## config.mk

```make
export PLATFORM = sky130hd
export DESIGN_NAME = stmr_top
export DESIGN_NICKNAME = d
export VERILOG_FILES = /design/src/design/stmr_pkg.sv /design/src/design/stmr_top.sv
export SDC_FILE = /design/constraint.sdc
export NUM_CORES = 1
export LEC_CHECK = 0
export BUFFER_PORTS_ARGS = -buffer_cell sky130_fd_sc_hd__buf_2
export CAP_MARGIN = 5
export CORE_MARGIN = 2
export CORE_UTILIZATION = 57
export CTS_CLUSTER_SIZE = 20
export DETAILED_ROUTE_END_ITERATION = 7
export HOLD_SLACK_MARGIN = 0.02
export PLACE_DENSITY = 0.89
export SYNTH_ARGS = -nofsm -noshare
export SYNTH_HDL_FRONTEND = slang
export SYNTH_SLANG_ARGS = --single-unit
export TNS_END_PERCENT = 30
```

## constraint.sdc

```tcl
create_clock -name pclk -period 3.7 [get_ports pclk]
set_input_delay 0.37 -clock pclk [delete_from_list [all_inputs] [get_ports pclk]]
set_output_delay 0.37 -clock pclk [all_outputs]
set_load 0.01 [all_outputs]
```

## src/design/stmr_pkg.sv

```systemverilog
/*
  constants, field layouts and carrier types of the standard timer.
  assumes an apb master on pclk and a byte wide register map, one word each.
*/
package stmr_pkg;

  // ****************************
  // register byte addresses
  // ****************************
  localparam logic [7:0] STMR_CTRL0_ADDR  = 8'h00;
  localparam logic [7:0] STMR_CTRL1_ADDR  = 8'h04;
  localparam logic [7:0] STMR_CNTL_ADDR   = 8'h08;
  localparam logic [7:0] STMR_CNTH_ADDR   = 8'h0c;
  localparam logic [7:0] STMR_CMPAL_ADDR  = 8'h10;
  localparam logic [7:0] STMR_CMPAH_ADDR  = 8'h14;
  localparam logic [7:0] STMR_CMPP_ADDR   = 8'h18;
  localparam logic [7:0] STMR_INSRC_ADDR  = 8'h1c;
  localparam logic [7:0] STMR_CAPL_ADDR   = 8'h20;
  localparam logic [7:0] STMR_CAPH_ADDR   = 8'h24;
  localparam logic [7:0] STMR_STAT_ADDR   = 8'h28;

  // ****************************
  // field positions and resets
  // ****************************
  localparam int STMR_PAUSE_BIT   = 7;
  localparam int STMR_CLKSEL_LSB  = 4;
  localparam int STMR_ON_BIT      = 3;
  localparam int STMR_MODE_LSB    = 6;
  localparam int STMR_PINF_LSB    = 4;
  localparam int STMR_INIT_BIT    = 3;
  localparam int STMR_CLRSRC_BIT  = 0;
  localparam logic [7:0] STMR_CTRL_RESET = 8'h00;
  localparam logic [7:0] STMR_BYTE_RESET = 8'h00;

  // ****************************
  // clock source divides
  // ****************************
  localparam int STMR_DIV_SYS4 = 4;
  localparam int STMR_DIV_H16  = 16;
  localparam int STMR_DIV_H64  = 64;
  localparam logic [5:0] STMR_PRE_RESET = 6'h00;

  typedef enum logic [1:0] {
    STMR_M_CMP  = 2'h0,
    STMR_M_CAP  = 2'h1,
    STMR_M_PWM  = 2'h2,
    STMR_M_TMR  = 2'h3
  } stmr_mode_t;

  typedef struct packed {
    logic       pause_ctl;
    logic [2:0] clk_sel;
    logic       counter_on;
    logic [2:0] period_cmp_field;
  } stmr_ctrl0_t;

  typedef struct packed {
    logic [1:0] op_mode_sel;
    logic [1:0] pin_func_sel;
    logic       out_initial_level;
    logic       out_polarity;
    logic       duty_period_swap;
    logic       clear_src_sel;
  } stmr_ctrl1_t;

  // ****************************
  // pin carrier
  // ****************************
  typedef struct packed {
    logic timer_out;
    logic timer_out_inv;
    logic timer_out_en;
  } stmr_pins_t;

endpackage

```

## src/design/stmr_top.sv

```systemverilog
/*
  standard timer core with apb register slave, one pclk domain.
  assumes synchronous pins and sub/high clock ticks given as one cycle pulses.
*/
// The implementer's own choices: the address map and the APB register port.
`timescale 1ns/1ns
module stmr_top import stmr_pkg::*; #(
  parameter bit LONG = 1'b1
) (
  // apb
  input  wire logic        pclk,
  input  wire logic        presetn,
  input  wire logic        psel,
  input  wire logic        penable,
  input  wire logic        pwrite,
  input  wire logic [7:0]  paddr,
  input  wire logic [31:0] pwdata,
  output logic      [31:0] prdata,
  output logic             pready,
  output logic             pslverr,
  // clock sources and pins
  input  wire logic        fh_tick,
  input  wire logic        fsub_tick,
  input  wire logic        ext_clk_in,
  input  wire logic        capture_in,
  input  wire logic        radio_data_bit,
  output stmr_pins_t       pins,
  output logic             match_a_evt,
  output logic             match_p_evt
);

  // ****************************
  // registers
  // ****************************
  localparam int W = LONG ? 16 : 10;

  stmr_ctrl0_t ctrl0;
  stmr_ctrl1_t ctrl1;
  logic [7:0]  cmpp_long;
  logic [15:0] cmp_a_value;
  logic [15:0] count;
  logic [15:0] cap_value;
  logic [7:0]  byte_buf;
  logic        capture_src_sel;
  logic        on_q;
  logic        ext_q;
  logic        capsig_q;
  logic        out_q;
  logic        pulse_done;
  logic [5:0]  pre;
  logic [1:0]  pre4;
  logic [15:0] next_count;

  // ****************************
  // apb decode
  // ****************************
  wire acc   = psel & penable;
  wire wr    = acc & pwrite;
  // low byte latched at setup, with prdata, so both halves see one count
  wire rd_setup = psel & ~penable & ~pwrite;
  wire known = (paddr <= STMR_STAT_ADDR) && (paddr[1:0] == 2'b00);
  wire [15:0] cmask = 16'((32'h1 << W) - 32'h1);

  // ****************************
  // clock source
  // ****************************
  wire ext_rise = ext_clk_in & ~ext_q;
  wire ext_fall = ~ext_clk_in & ext_q;
  wire h16 = fh_tick && pre[3:0] == 4'(STMR_DIV_H16 - 1);
  wire h64 = fh_tick && pre == 6'(STMR_DIV_H64 - 1);
  logic tick_src;
  always_comb begin
    unique case (ctrl0.clk_sel)
      3'h0: tick_src = pre4 == 2'(STMR_DIV_SYS4 - 1);
      3'h1: tick_src = 1'b1;
      3'h2: tick_src = h16;
      3'h3: tick_src = h64;
      3'h4, 3'h5: tick_src = fsub_tick;
      3'h6: tick_src = ext_rise;
      default: tick_src = ext_fall;
    endcase
  end
  wire on_rise = ctrl0.counter_on & ~on_q;
  wire run     = ctrl0.counter_on & ~ctrl0.pause_ctl & ~on_rise;
  wire tick    = run & tick_src;

  // ****************************
  // comparators
  // ****************************
  wire [7:0] pfield = LONG ? cmpp_long : {5'h00, ctrl0.period_cmp_field};
  wire [7:0] ctop   = LONG ? count[15:8] : {5'h00, count[9:7]};
  wire p_zero  = pfield == 8'h00;
  wire at_max  = count == cmask;
  wire [15:0] cnt_inc = (count + 16'h0001) & cmask;
  wire [7:0]  inc_top = LONG ? cnt_inc[15:8] : {5'h00, cnt_inc[9:7]};
  // match taken as the counter enters the compare value
  wire p_hit = tick & (p_zero ? at_max : (inc_top == pfield && ctop != pfield));
  wire a_hit = tick & (cmp_a_value != 16'h0000) & (cnt_inc == cmp_a_value);
  wire ovf   = tick & at_max;
  stmr_mode_t mode;
  assign mode = stmr_mode_t'(ctrl1.op_mode_sel);
  wire clr_en  = mode == STMR_M_CMP || mode == STMR_M_TMR;
  // swapped pwm takes its period from compare a
  wire clr_by_a = clr_en ? ctrl1.clear_src_sel : (mode == STMR_M_PWM && ctrl1.duty_period_swap);
  wire clr_hw  = clr_by_a ? a_hit : (p_hit | ovf);
  wire a_evt   = a_hit;
  wire p_evt   = p_hit & ~(clr_en & ctrl1.clear_src_sel);

  always_comb begin
    if (on_rise) begin
      next_count = 16'h0000;
    end else if (clr_hw) begin
      next_count = 16'h0000;
    end else if (tick) begin
      next_count = cnt_inc;
    end else begin
      next_count = count;
    end
  end

  // ****************************
  // capture
  // ****************************
  wire capsig = (!LONG && capture_src_sel) ? radio_data_bit : capture_in;
  wire cr = capsig & ~capsig_q;
  wire cf = ~capsig & capsig_q;
  logic cap_hit;
  always_comb begin
    unique case (ctrl1.pin_func_sel)
      2'h0: cap_hit = cr;
      2'h1: cap_hit = cf;
      2'h2: cap_hit = cr | cf;
      default: cap_hit = 1'b0;
    endcase
  end
  wire cap_take = mode == STMR_M_CAP && ctrl0.counter_on && cap_hit;

  // ****************************
  // output pin
  // ****************************
  // duty taken from compare a unless swapped; period then follows clear
  wire [15:0] duty = ctrl1.duty_period_swap ? {pfield, 8'h00} : cmp_a_value;
  wire pwm_act = count < (duty & cmask);
  wire act = ctrl1.out_initial_level;
  logic next_out;
  always_comb begin
    next_out = out_q;
    if (on_rise) begin
      next_out = ctrl1.out_initial_level;
    end else if (mode == STMR_M_CMP && a_evt) begin
      unique case (ctrl1.pin_func_sel)
        2'h0: next_out = out_q;
        2'h1: next_out = 1'b0;
        2'h2: next_out = 1'b1;
        default: next_out = ~out_q;
      endcase
    end else if (mode == STMR_M_PWM) begin
      unique case (ctrl1.pin_func_sel)
        2'h0: next_out = ~act;
        2'h1: next_out = act;
        2'h2: next_out = ctrl0.counter_on ? (pwm_act ? act : ~act) : out_q;
        default: next_out = (ctrl0.counter_on & ~pulse_done) ? act : ~act;
      endcase
    end
  end
  wire pin_lvl = out_q ^ ctrl1.out_polarity;

  // ****************************
  // read mux
  // ****************************
  wire [15:0] ahi = cmp_a_value >> 8;
  wire [15:0] chi = count >> 8;
  wire [15:0] khi = cap_value >> 8;
  logic [7:0] rbyte;
  always_comb begin
    unique case (paddr)
      STMR_CTRL0_ADDR: rbyte = LONG ? {ctrl0[7:3], 3'h0} : ctrl0;
      STMR_CTRL1_ADDR: rbyte = ctrl1;
      STMR_CNTL_ADDR:  rbyte = byte_buf;
      STMR_CNTH_ADDR:  rbyte = chi[7:0];
      STMR_CMPAL_ADDR: rbyte = byte_buf;
      STMR_CMPAH_ADDR: rbyte = ahi[7:0];
      STMR_CMPP_ADDR:  rbyte = LONG ? cmpp_long : 8'h00;
      STMR_INSRC_ADDR: rbyte = {7'h00, capture_src_sel};
      STMR_CAPL_ADDR:  rbyte = byte_buf;
      STMR_CAPH_ADDR:  rbyte = khi[7:0];
      STMR_STAT_ADDR:  rbyte = {5'h00, pulse_done, on_q, out_q};
      default:         rbyte = 8'h00;
    endcase
  end

  // ****************************
  // sequential
  // ****************************
  always_ff @(posedge pclk or negedge presetn) begin
    if (!presetn) begin
      ctrl0 <= STMR_CTRL_RESET;
      ctrl1 <= STMR_CTRL_RESET;
      cmpp_long <= STMR_BYTE_RESET;
      capture_src_sel <= 1'b0;
      cmp_a_value <= 16'h0000;
      byte_buf <= STMR_BYTE_RESET;
    end else begin
      if (wr && paddr == STMR_CTRL0_ADDR) ctrl0 <= pwdata[7:0];
      if (wr && paddr == STMR_CTRL1_ADDR) ctrl1 <= pwdata[7:0];
      if (wr && paddr == STMR_CMPP_ADDR && LONG) cmpp_long <= pwdata[7:0];
      if (wr && paddr == STMR_INSRC_ADDR) capture_src_sel <= pwdata[0];
      if (wr && paddr == STMR_CMPAL_ADDR) byte_buf <= pwdata[7:0];
      if (wr && paddr == STMR_CMPAH_ADDR) begin
        cmp_a_value <= {pwdata[7:0], byte_buf} & cmask;
      end
      if (rd_setup && paddr == STMR_CNTH_ADDR) byte_buf <= count[7:0];
      if (rd_setup && paddr == STMR_CMPAH_ADDR) byte_buf <= cmp_a_value[7:0];
      if (rd_setup && paddr == STMR_CAPH_ADDR) byte_buf <= cap_value[7:0];
    end
  end

  always_ff @(posedge pclk or negedge presetn) begin
    if (!presetn) begin
      count <= 16'h0000;
      cap_value <= 16'h0000;
      on_q <= 1'b0;
      ext_q <= 1'b0;
      capsig_q <= 1'b0;
      out_q <= 1'b0;
      pulse_done <= 1'b0;
      pre <= STMR_PRE_RESET;
      pre4 <= 2'h0;
    end else begin
      count <= next_count;
      on_q <= ctrl0.counter_on;
      ext_q <= ext_clk_in;
      capsig_q <= capsig;
      out_q <= next_out;
      pre4 <= pre4 + 2'h1;
      if (fh_tick) pre <= pre + 6'h01;
      if (cap_take) cap_value <= count;
      if (on_rise) pulse_done <= 1'b0;
      else if (mode == STMR_M_PWM && (a_evt | clr_hw)) pulse_done <= 1'b1;
    end
  end

  // ****************************
  // registered outputs
  // ****************************
  always_ff @(posedge pclk or negedge presetn) begin
    if (!presetn) begin
      prdata <= 32'h0000_0000;
      pready <= 1'b0;
      pslverr <= 1'b0;
      pins <= 3'b010;
      match_a_evt <= 1'b0;
      match_p_evt <= 1'b0;
    end else begin
      // no wait state: pready and read data are registered from the setup cycle
      pready <= psel & ~penable;
      pslverr <= psel & ~penable & ~known;
      prdata <= {24'h000000, rbyte};
      pins.timer_out <= pin_lvl;
      pins.timer_out_inv <= ~pin_lvl;
      pins.timer_out_en <= mode != STMR_M_TMR && mode != STMR_M_CAP;
      match_a_evt <= a_evt;
      match_p_evt <= p_evt;
    end
  end

endmodule // stmr_top

```

### Yosys cells after proc, flatten, opt, wreduce, memory -nomap -nowiden

Cells that the tools add are included.

* flip-flop bits (word level): 106
* input bits: 50
* output and inout bits: 39
* logic and storage cells: 164

* add/subtract/negate cells: 3
* order comparisons: 2
* equality and inequality tests: 32
* mux-type cells: 24
* bitwise operators: 39
* reductions and logical operators: 34

Operator list (count)
* case mux 8 bit (9 select lines): 1
* 2-to-1 mux 16 bit: 4
* == test 8 x 5 -> 1 bit, second input constant: 4
* 2-to-1 mux 8 bit: 4
* == test 8 x 6 -> 1 bit, second input constant: 3
* AND 1 bit: 20
* logical AND 1 bit: 19
* adder 16 x 1 -> 16 bit, second input constant: 1
* == test 16 bit: 1
* == test 16 bit, second input constant: 1
* == test 8 x 4 -> 1 bit, second input constant: 2
* logical NOT 8 bit: 2
* < comparator 16 bit: 1
* nonzero test 16 bit: 1
* NOT 1 bit: 15
* 2-to-1 mux 1 bit: 11
* == test 3 bit, second input constant: 3
* case mux 1 bit (3 select lines): 3
* == test 2 bit, second input constant: 4
* == test 8 x 3 -> 1 bit, second input constant: 1
* == test 8 bit: 1
* less-or-equal comparator 8 x 6 -> 1 bit, second input constant: 1
* inequality test 8 bit: 1
* adder 6 x 1 -> 6 bit, second input constant: 1
* other kinds (22): 29

### Longest topological paths before layout

Gate-level depths: netlist (run 1).

* depth after elaboration: 12
* gate-level depth with buffers: 13
* mapped depth without buffers: 11

### Least setup slack after synthesis (run 1)

No wires, ideal clock.

* path kind: register to register
* from: reg ctrl1[1] (netlist bit)
* to: reg out_q
* setup time: 0.127 ns
* arrival time: 2.744 ns
* data required time: 3.573 ns
* path slack: 0.828 ns
* cell stages (with the launch flop): 14
* path buffers: 2
* period minus slack after synthesis: 2.872 ns
* cell sequence: dfrtp_1 clkbuf_1 clkbuf_1 mux2i_1 ha_1 a21oi_1 o21a_1 o311ai_0 a211oi_1 xor2_1 nor3b_1 nor3_1 a211oi_1 mux2_1

* word-level cells in the longest chain between the ends: 8

Ends and longest elaborated chain
* start: declaration: RTL line stmr_top.sv:38 `stmr_ctrl1_t ctrl1;`
* start signal: assignment: RTL line stmr_top.sv:205 `if (wr && paddr == STMR_CTRL1_ADDR) ctrl1 <= pwdata[7:0];`
* 2-to-1 mux 16 bit: RTL line stmr_top.sv:142 `wire [15:0] duty = ctrl1.duty_period_swap ? {pfield, 8'h00} : cmp_a_value;`
* < comparator 16 bit: RTL line stmr_top.sv:143 `wire pwm_act = count < (duty & cmask);`
* 2-to-1 mux 1 bit (2 in a row): RTL line stmr_top.sv:161 `2'h2: next_out = ctrl0.counter_on ? (pwm_act ? act : ~act) : out_q;`
* case mux 1 bit (3 select lines): RTL line stmr_top.sv:158 `unique case (ctrl1.pin_func_sel)`
* 2-to-1 mux 1 bit: RTL line stmr_top.sv:157 `end else if (mode == STMR_M_PWM) begin`
* 2-to-1 mux 1 bit: RTL line stmr_top.sv:150 `end else if (mode == STMR_M_CMP && a_evt) begin`
* 2-to-1 mux 1 bit: RTL line stmr_top.sv:148 `if (on_rise) begin`
* end signal: assignment: RTL line stmr_top.sv:234 `out_q <= next_out;`
* end: declaration: RTL line stmr_top.sv:48 `logic out_q;`

No other way between the ends. The select of a mux whose other input is x is not followed.
A chain may end at the register's enable or synchronous reset.

### Worst setup path after layout (run 1)

* from: reg count[0]
* to: reg out_q

* word-level cells in the longest chain between the ends: 7
* elaborated cells between the ends (all ways): 15
* classes of those cells: 1 x add/sub; 1 x order compare; 3 x eq/ne; 6 x mux; 1 x bitwise; 3 x reduce/logical

Ends and longest elaborated chain
* start: declaration: RTL line stmr_top.sv:41 `logic [15:0] count;`
* start signal: assignment: RTL line stmr_top.sv:230 `count <= next_count;`
* parallel branches: the longest is 7 deep, another holds adder 16 x 1 -> 16 bit

Several ways; the timed one is not identified. The select of a mux whose other input is x is not followed.

==> out/metrics.yaml, run 1 <==
yosysWarnings: 0
vias: 5519
cts_max_level: 3
core_um2: 11300
netSwitchingFraction_pct: 28.9
nets: 762
cts_resized: 0
critical_path_arrival_ns: 3.77
report.final.slew_viol_count: 0
synth.yosys.seq_area_share_pct: 40.3
drt_wl_total_mm: 16.8
grt_pass1_vias: 5592
maxSlewHeadroom_pct: 39.8
num_rows: 39
netlist_instances: 660
cts_tree: "done"
overflow: 0
post_drt_wl_per_cell_um: 20.2
avgSynthCellArea_um2: 9.97
comb_power_share_pct: 12.7
start_util_pct: 58.1
fin_crit_ns: 3.53
violations: "DRC"
vdd_drop_max_v: 0.000380
antenna_left: 0
cellPowerDensity_nw_per_um2: 371
clk_pin_slew_ns: 0.08
status: "finished with violations"
cts_hold_buf: 0
fin_tns_setup_ns: 0
reg2regPathDepth: 10
antenna_found_initial: 0
ff2ff_setup_slack_ns: 0.17
synthFlopType: "dfrtp_1"
final-setup-viol-count: 0
io_pins: 89
grt_start_max_net_pins: 72
cp_max_fo: 10
synth.distinct_cells: 65
crit_required_ns: 3.94
clock.fmax_mhz: 283
root_buffer: "clkbuf_16"
numCtsBuffers: 9
synth-edff-count: 0
maxCapViolCount: 0
die_y_um: 111
synthToLayoutAreaGrowth_pct: 7.15
clk_latency_ns: 0.36
rsz0062_at_grt: "no"
p_leak_nw: 3.36
diodes: 0
tightest_slew_ns: 0.903
final_common_cell: "dfrtp_1"
crit_path_end_kind: "register"
syn_area_um2: 6580
clock_sinks: 106
r2r-end: "out_q$_DFFE_PN0P_"
finalCritPeriodShare_pct: 95.4
internal_power_w: 0.00186
hold-worst-slack_ns: 0.128
via_per_inst: 6.63
globalplace.congestion: 0.999
drcViolationCount: 22
hold_path_class: "input pin to async pin"
cts_setup_buffers: 0
worstSetupStartpointType: "register"
finClkSkew_ns: 0.00713
final_cell_mix: "dfrtp_1 (105), mux2_2 (56), nor2_1 (51), nand2_1 (43), buf_2 (38)"
worstSetupPathType: "register to register"
grt_first_pass_wirelength_mm: 27.4
hold_viol: 0
pwr-share-clk_pct: 35.8
cts_buffer_depth: 2
power_frac_seq_pct: 51.5
dp_hpwl_mm: 11.8
io_buffer_count: 39
async_flop_share_pct: 100
fp.dieArea_um2: 12400
ys_ff_latch: 106
r2r_start: "count[0]$_DFFE_PN0P_"
grt_usage_pct: 27.5
p_switching_w: 0.000757
fp.dieW_um: 111
drive_above_1_share_pct: 19.2
dr.pass1.iters: 8
drt_first_iter_violations: 512
## critical path: stages (launching register included)
cell,delay [ns]
dfrtp_1,0.57
ha_1,0.36
and4_1,0.42
and3_4,0.29
nand2_4,0.06
or4b_1,0.50
a22o_1,0.27
nor3_1,0.38
a221oi_2,0.10
nor2_1,0.13
mux2_1,0.33
## how the worst max path moves through the flow
stage,to,slack (ns),cells past startpoint,start
floorplan,out_q$_DFFE_PN0P_,0.83,13,ctrl1[1]$_DFFE_PN0P_
global placement,out_q$_DFFE_PN0P_,0.44,10,count[0]$_DFFE_PN0P_
detailed placement,out_q$_DFFE_PN0P_,0.32,10,count[0]$_DFFE_PN0P_
CTS,out_q$_DFFE_PN0P_,0.24,10,count[0]$_DFFE_PN0P_
global route,out_q$_DFFE_PN0P_,0.07,10,count[0]$_DFFE_PN0P_
finish,out_q$_DFFE_PN0P_,0.17,10,count[0]$_DFFE_PN0P_
## layer usage
layer	wire (µm)	GRT usage, %	part of all wire [%]	vias to the layer above
met1	6290	33.2	37	2679
met3	1480	6.04	8.8	103
met2	8020	45.4	48	361
met4	1060	16.3	6.3	0
li1	-	-	-	2376
met5	0	0	0	-
## cells by family (layout without fill, tap and decap cells)
| family | count (synthesis) | in the layout | share of synthesized area (%) |
|---|---|---|---|
| other cells | 1 | 24 | 0.0570 |
| buf+inv | 80 | 86 | 6.69 |
| xor+xnor | 52 | 52 | 7.03 |
| flops | 106 | 106 | 40.3 |
| fa+ha+maj | 28 | 28 | 5.32 |
| compound gates | 110 | 110 | 11.4 |
| simple gates | 208 | 208 | 16.7 |
| mux | 75 | 75 | 12.5 |
## area by class of cell
type	instances	area, µm²
Timing Repair Buffer	50	280
Tap cell	143	179
Fill cell	858	4270
Multi-Input combinational cell	497	3580
Clock buffer	10	229
Inverter	20	75.1
Sequential cell	106	2650
Clock inverter	6	56.3
## cells in the mapped netlist, types with 3 or more instances
cell type  count  share of area (%)
a222oi_1       9                1.4
xor2_1        26                3.5
nor3_1        10               0.76
a211oi_1      11                1.3
o21ai_0       21                1.6
buf_2         11               0.84
nand2b_1      13                1.2
buf_4         25                2.9
mux2i_1       18                2.7
nand4_1       16                1.5
and4_1         4               0.53
or4_1          3               0.34
xnor2_1       25                3.3
dfrtp_1      105                 40
nor4b_1        5               0.67
clkbuf_1      19                1.1
nor2_1        51                2.9
inv_1         20                1.1
nand3_1       16                1.2
nor3b_1        3               0.34
mux2_2        56                9.6
and2_1         3               0.29
buf_6          3               0.51
ha_1          28                5.3
o21a_1         4               0.46
nor4_1         8               0.76
nor2b_1        9               0.86
a22oi_1       17                1.9
nand2_1       43                2.5
and3_1         9               0.86
a21oi_1       26                2.0
nand3b_1       4               0.46
## power by group through the flow
| stage | clock (W) | combinational (W) | sequential [W] |
|---|---|---|---|
| 2_1_floorplan | 0 | 0.000269 | 0.00131 |
| 3_3_place_gp | 0 | 0.000309 | 0.00136 |
| 3_5_place_dp | 0 | 0.000330 | 0.00136 |
| 4_1_cts | 0.000949 | 0.000332 | 0.00134 |
| 5_1_grt | 0.000988 | 0.000375 | 0.00135 |
| 6_report | 0.000936 | 0.000334 | 0.00135 |
## sequential cells by signal (all words and copies together), names as in the netlist
name             cells
pre4                 2
pslverr              1
match_p_evt          1
count               16
match_a_evt          1
prdata               8
on_q                 1
ext_q                1
capsig_q             1
cmpp_long            8
act                  1
ctrl0                5
pulse_done           1
cap_value           16
out_q                1
pre                  6
pins                 3
cmp_a_value         16
ctrl1                5
mode                 2
pready               1
byte_buf             8
capture_src_sel      1
## per-stage QoR
| stage | cell area, µm² | setup WS, ns | std cells | total power, W | utilization, % |
|---|---|---|---|---|---|
| 2_1_floorplan | 6670 | 0.828 | 683 | 0.00158 | - |
| 6_report | 7050 | 0.172 | 832 | 0.00262 | 62.3 |
| 5_1_grt | 7050 | 0.0692 | 832 | 0.00272 | 62.3 |
| 3_5_place_dp | 6770 | 0.318 | 816 | 0.00169 | 59.8 |
| 4_1_cts | 7050 | 0.241 | 832 | 0.00262 | 62.3 |
| 3_3_place_gp | 6770 | 0.436 | 816 | 0.00167 | 59.8 |
Power figures use the tool's default switching activity.
==> run 2: changes to the inputs <==
--- a/config.mk
+++ b/config.mk
@@ -5,6 +5,7 @@
 export SDC_FILE = /design/constraint.sdc
 export NUM_CORES = 1
 export LEC_CHECK = 0
+export ABC_AREA = 1
 export BUFFER_PORTS_ARGS = -buffer_cell sky130_fd_sc_hd__buf_2
 export CAP_MARGIN = 5
 export CORE_MARGIN = 2
==> out/metrics.yaml, run 2 <==
clk_latency_ns: 0.36  # about the same
dp.cells: 1086  # was 816
nets: 1032  # was 762
hold-worst-slack_ns: 0.148  # was 0.128 ns
fin_crit_ns: 2.78  # was 3.53 ns
p_switching_w: 0.000890  # was 0.000757 W
io_buffer_count: 39  # unchanged
crit_required_ns: 3.96  # was 3.94 ns
diodes: 0  # unchanged
final_cell_mix: "nand2_1 (261), inv_1 (115), dfrtp_1 (105), o21ai_0 (103), nor2_1 (62)"  # was dfrtp_1 (105), mux2_2 (56), nor2_1 (51), nand2_1 (43), buf_2 (38)
die_y_um: 113  # was 111 µm
ys_ff_latch: 106  # unchanged
synthFlopType: "dfrtp_1"  # unchanged
grt_usage_pct: 31.2  # was 27.5%
design_area_um2: 7300  # was 7050 µm²
vdd_drop_max_v: 0.000293  # was 0.000380 V
synthToLayoutAreaGrowth_pct: 8.07  # was 7.15%
report.final.slew_viol_count: 0  # unchanged
avgSynthCellArea_um2: 7.35  # was 9.97 µm²
internal_power_w: 0.00199  # was 0.00186 W
vias: 6443  # was 5,519
synth.yosys.seq_area_share_pct: 39.3  # was 40.3%
r2r_start: "ctrl1[1]$_DFFE_PN0P_"  # was count[0]$_DFFE_PN0P_
final-setup-viol-count: 0  # unchanged
synthTopCellsByCount: "nand2_1 (261), inv_1 (115), dfrtp_1 (105), o21ai_0 (103), nor2_1 (62)"  # was dfrtp_1 (105), mux2_2 (56), nor2_1 (51), nand2_1 (43), ha_1 (28)
netSwitchingFraction_pct: 30.9  # was 28.9%
cts_tree: "done"  # unchanged
top_regs: "cap_value x16, cmp_a_value x16, count x16"  # unchanged
layout.cells.non_filler: 1102  # was 832
yosys-top-cells-area: "dfrtp_1 (39%), nand2_1 (14%), o21ai_0 (7.6%)"  # was dfrtp_1 (40%), mux2_2 (9.6%), ha_1 (5.3%)
drive_above_1_share_pct: 10.4  # was 19.2%
async_flop_share_pct: 100  # unchanged
reg2regPathDepth: 17  # was 10
cp_max_fo: 17  # was 10
clock_sinks: 106  # unchanged
clock.fmax_mhz: 360  # was 283 MHz
synth_top_area_cell: "dfrtp_1"  # unchanged
grt_start_max_net_pins: 88  # was 72
drt_wl_total_mm: 19.2  # was 16.8 mm
grt_pass1_vias: 5948  # was 5,592
cts_setup_buffers: 0  # unchanged
drcViolationCount: 7  # was 22
yosysWarnings: 0  # unchanged
dp_hpwl_mm: 14.1  # was 11.8 mm
clk_pin_slew_ns: 0.07  # was 0.08 ns
rsz0062_at_grt: "no"  # unchanged
root_buffer: "clkbuf_16"  # unchanged
ff2ff_setup_slack_ns: 0.92  # was 0.17 ns
r2r-end: "out_q$_DFFE_PN0P_"  # unchanged
power_frac_seq_pct: 46.9  # was 51.5%
cellPowerDensity_nw_per_um2: 394  # was 371 nW/µm²
worstSetupPathType: "register to register"  # unchanged
antenna_found_initial: 0  # unchanged
p_leak_nw: 3.65  # was 3.36 nW
finalCritPeriodShare_pct: 75.0  # was 95.4%
status: "finished with violations"  # unchanged
core_um2: 11500  # was 11,300 µm²
start_util_pct: 58.7  # was 58.1%
hold_end: "capsig_q$_DFF_PN0_"
synth.distinct_cells: 43  # was 65
globalplace.congestion: 1.03  # was 0.999
cts_buffer_depth: 2  # unchanged
num_rows: 39  # unchanged
via_per_inst: 5.85  # was 6.63
violations: "DRC"  # unchanged
final_common_cell: "nand2_1"  # was dfrtp_1
cts_hold_buf: 0  # unchanged
netlist.area_leader.share_pct: 38.9  # was 39.9%
comb_power_share_pct: 17.2  # was 12.7%
fp.dieW_um: 113  # was 111 µm
post_drt_wl_per_cell_um: 17.4  # was 20.2 µm
pwr-share-clk_pct: 35.9  # was 35.8%
synth-edff-count: 0  # unchanged
finClkSkew_ns: 0.00734  # was 0.00713 ns
drt_first_iter_violations: 720  # was 512
netlist_instances: 919  # was 660
syn_area_um2: 6760  # was 6580 µm²
worstHoldStart: "capture_in"
hold_path_class: "input pin to register"  # was input pin to async pin
maxCapViolCount: 0  # unchanged
grt_first_pass_wirelength_mm: 30.9  # was 27.4 mm
io_pins: 89  # unchanged
fp.dieArea_um2: 12700  # was 12,400 µm²
fill_cells: 1007  # was 858
fin_tns_setup_ns: 0  # unchanged
placed_cell_area_um2: 6990  # was 6770 µm²
antenna_left: 0  # unchanged
worstSetupStartpointType: "register"  # unchanged
hold_viol: 0  # unchanged
yosys.cell_count.top_type: "nand2_1"  # was dfrtp_1
crit_path_end_kind: "register"  # unchanged
numCtsBuffers: 9  # unchanged
cts_max_level: 3  # unchanged
dr.pass1.iters: 7  # was 8
critical_path_arrival_ns: 3.03  # was 3.77 ns
min_path_cells: 1
maxSlewHeadroom_pct: 30.3  # was 39.8%
tightest_slew_ns: 1.05  # was 0.903 ns
cts_resized: 0  # unchanged
overflow: 0  # unchanged
run 2: how the worst max path moves through the flow:
stage | startpoint | end | slack (ns) | depth (start not counted)
CTS | ctrl1[1]$_DFFE_PN0P_ | out_q$_DFFE_PN0P_ | 1.0 | 18
finish | ctrl1[1]$_DFFE_PN0P_ | out_q$_DFFE_PN0P_ | 0.92 | 17
floorplan | ctrl1[1]$_DFFE_PN0P_ | out_q$_DFFE_PN0P_ | 1.59 | 18
global placement | ctrl1[1]$_DFFE_PN0P_ | out_q$_DFFE_PN0P_ | 1.03 | 17
detailed placement | ctrl1[1]$_DFFE_PN0P_ | out_q$_DFFE_PN0P_ | 1.00 | 17
global route | ctrl1[1]$_DFFE_PN0P_ | out_q$_DFFE_PN0P_ | 0.62 | 18
run 2: power by group through the flow:
| stage | sequential (W) | combinational, W | clock, W |
|---|---|---|---|
| 2_1_floorplan | 0.00134 | 0.000363 | 0 |
| 3_3_place_gp | 0.00136 | 0.000473 | 0 |
| 3_5_place_dp | 0.00137 | 0.000489 | 0 |
| 4_1_cts | 0.00135 | 0.000493 | 0.00104 |
| 5_1_grt | 0.00136 | 0.000561 | 0.00108 |
| 6_report | 0.00135 | 0.000496 | 0.00103 |
run 2: metal layers:
| metal | track usage (%) | up-vias | routed length (µm) |
|---|---|---|---|
| li1 | - | 3041 | - |
| met1 | 40.4 | 2965 | 7380 |
| met2 | 50.4 | 380 | 8980 |
| met3 | 8.94 | 57 | 2120 |
| met4 | 11.7 | 0 | 675 |
| met5 | 0 | - | 0 |
run 2: critical path, stage by stage, from the launching register on:
cell and delay [ns]:
dfrtp_1 0.67, inv_1 0.39, o21ai_0 0.33, ha_1 0.29
nand2_1 0.06, inv_1 0.03, o21ai_0 0.13, a21oi_1 0.08
nor2_1 0.13, nand3_1 0.09, nand3_1 0.08, nand2_1 0.06
nand2_1 0.06, nand2_1 0.05, nand3_1 0.06, nand2_1 0.05
nand2_1 0.05, nand2_1 0.04
run 2: final cells by class:
cell class | count | area [µm²] | share of cell area (%)
clock buffers | 10 | 239 | 3.27
clock inverters | 6 | 78.8 | 1.08
inverters | 117 | 439 | 6.01
multi-input cells | 676 | 3480 | 47.6
flip-flops and latches | 106 | 2650 | 36.3
well taps | 143 | 179 | 2.45
repair buffers | 44 | 235 | 3.22
run 2: kinds of logic after synthesis:
family,after synthesis,share of synthesized area [%]
buf+inv,160,10.5
other cells,1,0.0555
fa+ha+maj,28,5.18
compound gates,174,14.8
simple gates,435,28.2
mux,1,0.167
flops,106,39.3
xor+xnor,14,1.81
run 2: per-stage QoR:
stage                     total power (W)  util (%)  worst slack, ns
after floorplan                   0.00170         -             1.59
after global placement            0.00184      60.7             1.03
after detailed placement          0.00185      60.7             1.00
after CTS                         0.00288      63.4            0.999
after global routing              0.00300      63.4            0.625
final                             0.00288      63.4            0.923
==> run 3: changes to the inputs <==
--- a/config.mk
+++ b/config.mk
@@ -9,11 +9,11 @@
 export BUFFER_PORTS_ARGS = -buffer_cell sky130_fd_sc_hd__buf_2
 export CAP_MARGIN = 5
 export CORE_MARGIN = 2
-export CORE_UTILIZATION = 57
+export CORE_UTILIZATION = 53
 export CTS_CLUSTER_SIZE = 20
 export DETAILED_ROUTE_END_ITERATION = 7
 export HOLD_SLACK_MARGIN = 0.02
-export PLACE_DENSITY = 0.89
+export PLACE_DENSITY = 0.87
 export SYNTH_ARGS = -nofsm -noshare
 export SYNTH_HDL_FRONTEND = slang
 export SYNTH_SLANG_ARGS = --single-unit
==> constraint.sdc (replaced) <==
create_clock -name pclk -period 2.4 [get_ports pclk]
set_input_delay 0.24 -clock pclk [delete_from_list [all_inputs] [get_ports pclk]]
set_output_delay 0.24 -clock pclk [all_outputs]
set_load 0.01 [all_outputs]
==> out/metrics.yaml, run 3 (same netlist as run 2, synthesis figures left out) <==
clk_latency_ns: 0.36  # about the same
hold-worst-slack_ns: 0.0304  # was 0.148 ns
status: "completed"  # was finished with violations
core_um2: 12500  # was 11,500 µm²
globalplace.congestion: 1.03  # about the same
crit_end: "pulse_done$_DFFE_PN0P_"  # was out_q$_DFFE_PN0P_
final_common_cell: "nand2_1"  # unchanged
top_regs: "cap_value x16, cmp_a_value x16, count x16"  # unchanged
hold_viol: 0  # unchanged
report.final.slew_viol_count: 0  # unchanged
maxCapViolCount: 0  # unchanged
cts_buffer_depth: 2  # unchanged
fp.dieW_um: 117  # was 113 µm
antenna_found_initial: 0  # unchanged
post_drt_wl_per_cell_um: 17.2  # was 17.4 µm
root_buffer: "clkbuf_16"  # unchanged
drt_first_iter_violations: 716  # was 720
grt_pass1_vias: 6353  # was 5,948
vias: 6758  # was 6,443
io_buffer_count: 39  # unchanged
ff2ff_setup_slack_ns: 0.03  # was 0.92 ns
antenna_left: 0  # unchanged
synthToLayoutAreaGrowth_pct: 15.8  # was 8.07%
diodes: 0  # unchanged
drcViolationCount: 0  # was 7
dr.pass1.iters: 6  # was 7
path_cells: "buf_6, nand3_4, nor2_4, nand4_1, nand3_1, nand2_2, nor2_1, nand2_1, nor2_4, nand2_2, nand2_2, nand2_4, nand2_2, nand2_2, a21oi_2"  # was inv_1, o21ai_0, ha_1, nand2_1, inv_1, o21ai_0, a21oi_1, nor2_1, nand3_1, nand3_1, nand2_1, nand2_1, nand2_1, nand3_1, nand2_1, nand2_1, nand2_1
final-setup-viol-count: 0  # unchanged
clk_pin_slew_ns: 0.07  # about the same
cpMostUsedCell: "nand2_2"  # was nand2_1
crit_path_start: "count[0]$_DFFE_PN0P_"  # was ctrl1[1]$_DFFE_PN0P_
critPathMaxStageDelay_ns: 0.45  # was 0.67 ns
start_util_pct: 54.0  # was 58.7%
r2r_start: "count[0]$_DFFE_PN0P_"  # was ctrl1[1]$_DFFE_PN0P_
numCtsBuffers: 9  # unchanged
fin_total_pwr_w: 0.00446  # was 0.00288 W
num_rows: 41  # was 39
worstSetupStartpointType: "register"  # unchanged
fill_cells: 1081  # was 1,007
r2r-end: "pulse_done$_DFFE_PN0P_"  # was out_q$_DFFE_PN0P_
grt_start_max_net_pins: 49  # was 88
fp.dieArea_um2: 13700  # was 12,700 µm²
drive_above_1_share_pct: 17.2  # was 10.4%
worstHoldStart: "ext_clk_in"  # was capture_in
grt_first_pass_wirelength_mm: 31.9  # was 30.9 mm
nets: 1080  # was 1,032
cts_tree: "done"  # unchanged
finalCritPeriodShare_pct: 98.6  # was 75.0%
final_cell_mix: "nand2_1 (251), inv_1 (112), dfrtp_1 (102), o21ai_0 (99), nor2_1 (57)"  # was nand2_1 (261), inv_1 (115), dfrtp_1 (105), o21ai_0 (103), nor2_1 (62)
reg2regPathDepth: 15  # was 17
drt_wl_total_mm: 20.2  # was 19.2 mm
overflow: 0  # unchanged
cts_max_level: 3  # unchanged
crit_required_ns: 2.68  # was 3.96 ns
finClkSkew_ns: 0.00613  # was 0.00734 ns
worst_path_max_delay_cell: "dfrtp_1"  # unchanged
rsz0062_at_grt: "yes"  # was no
vdd_drop_max_v: 0.000446  # was 0.000293 V
grt_usage_pct: 30.8  # was 31.2%
via_per_inst: 5.74  # was 5.85
dp_hpwl_mm: 14.6  # was 14.1 mm
cellPowerDensity_nw_per_um2: 570  # was 394 nW/µm²
p_leak_nw: 3.88  # was 3.65 nW
hold_path_class: "input pin to register"  # unchanged
cp_max_fo: 7  # was 17
clock.fmax_mhz: 423  # was 360 MHz
crit_path_end_kind: "register"  # unchanged
worstSetupPathType: "register to register"  # unchanged
critical_path_arrival_ns: 2.65  # was 3.03 ns
die_y_um: 117  # was 113 µm
fin_crit_ns: 2.37  # was 2.78 ns
clock_sinks: 106  # unchanged
io_pins: 89  # unchanged
run 3: cell types whose count changed in the layout (fill, tap and decap cells not counted), moves of 4 or more:
cell,delta
buf_4,+40
nand2_1,-10
nand2_2,+8
nand3_1,-4
nor2_1,-5
nor2_2,+4
o21ai_0,-4
run 3: worst min path at each step:
stage          slack (ns)  depth (start not counted)                    endpoint
2_1_floorplan       -0.06                          0             act$_DFFE_PN0P_
3_3_place_gp         0.21                          1  cmp_a_value[0]$_DFFE_PN0P_
3_5_place_dp         0.21                          1  cmp_a_value[1]$_DFFE_PN0P_
4_1_cts              0.02                          1             ext_q$_DFF_PN0_
5_1_grt              0.03                          1             ext_q$_DFF_PN0_
6_report             0.03                          1             ext_q$_DFF_PN0_
run 3: critical path, delay by kind of cell, from the launching register on:
| family | cells | cell delay, ns |
|---|---|---|
| DFF | 1 | 0.45 |
| buffers and inverters | 1 | 0.14 |
| AOI/OAI and AO/OA | 1 | 0.14 |
| and+or+nand+nor | 13 | 1.56 |
run 3: per-stage QoR:
step / std cells / util (%) / area (µm²) / setup TNS, ns / setup WS (ns)
floorplan: 942 / - / 6850 / 0 / 0.290
CTS: 1168 / 60.9 / 7620 / 0 / 0.0104
detailed placement: 1151 / 58.4 / 7310 / 0 / 0.0650
global placement: 1151 / 58.4 / 7310 / 0 / 0.107
finish: 1178 / 62.5 / 7830 / 0 / 0.0337
global route: 1178 / 62.5 / 7830 / -1.45 / -0.113
run 3: layer usage:
| metal | wire length [µm] | GRT usage [%] |
|---|---|---|
| met5 | 0 | 0 |
| met4 | 1030 | 14.4 |
| met2 | 9250 | 49.4 |
| met1 | 7900 | 39.5 |
| met3 | 2040 | 7.67 |
run 3: cell type report:
type,instances,area [µm²],area share (%)
clock buffer,9,225,2.88
clock inverter,6,67.6,0.863
inverter,117,442,5.64
multi-input combinational,678,3610,46.1
sequential,106,2660,34.0
tap,172,215,2.75
timing repair buffer,90,609,7.78
run 3: power breakdown:
group / internal (W) / leakage [nW] / switching, W
logic: 0.000344 / 2.35 / 0.000546
clock network: 0.000810 / 0.143 / 0.000700
registers: 0.00192 / 1.39 / 0.000139
run 3: repair_timing:
item	CTS	global route
setup buffers	0	8
hold endpoints to repair	33	0
endpoints found under the setup margin	0	18
resized for setup	0	42
hold buffers	2	0
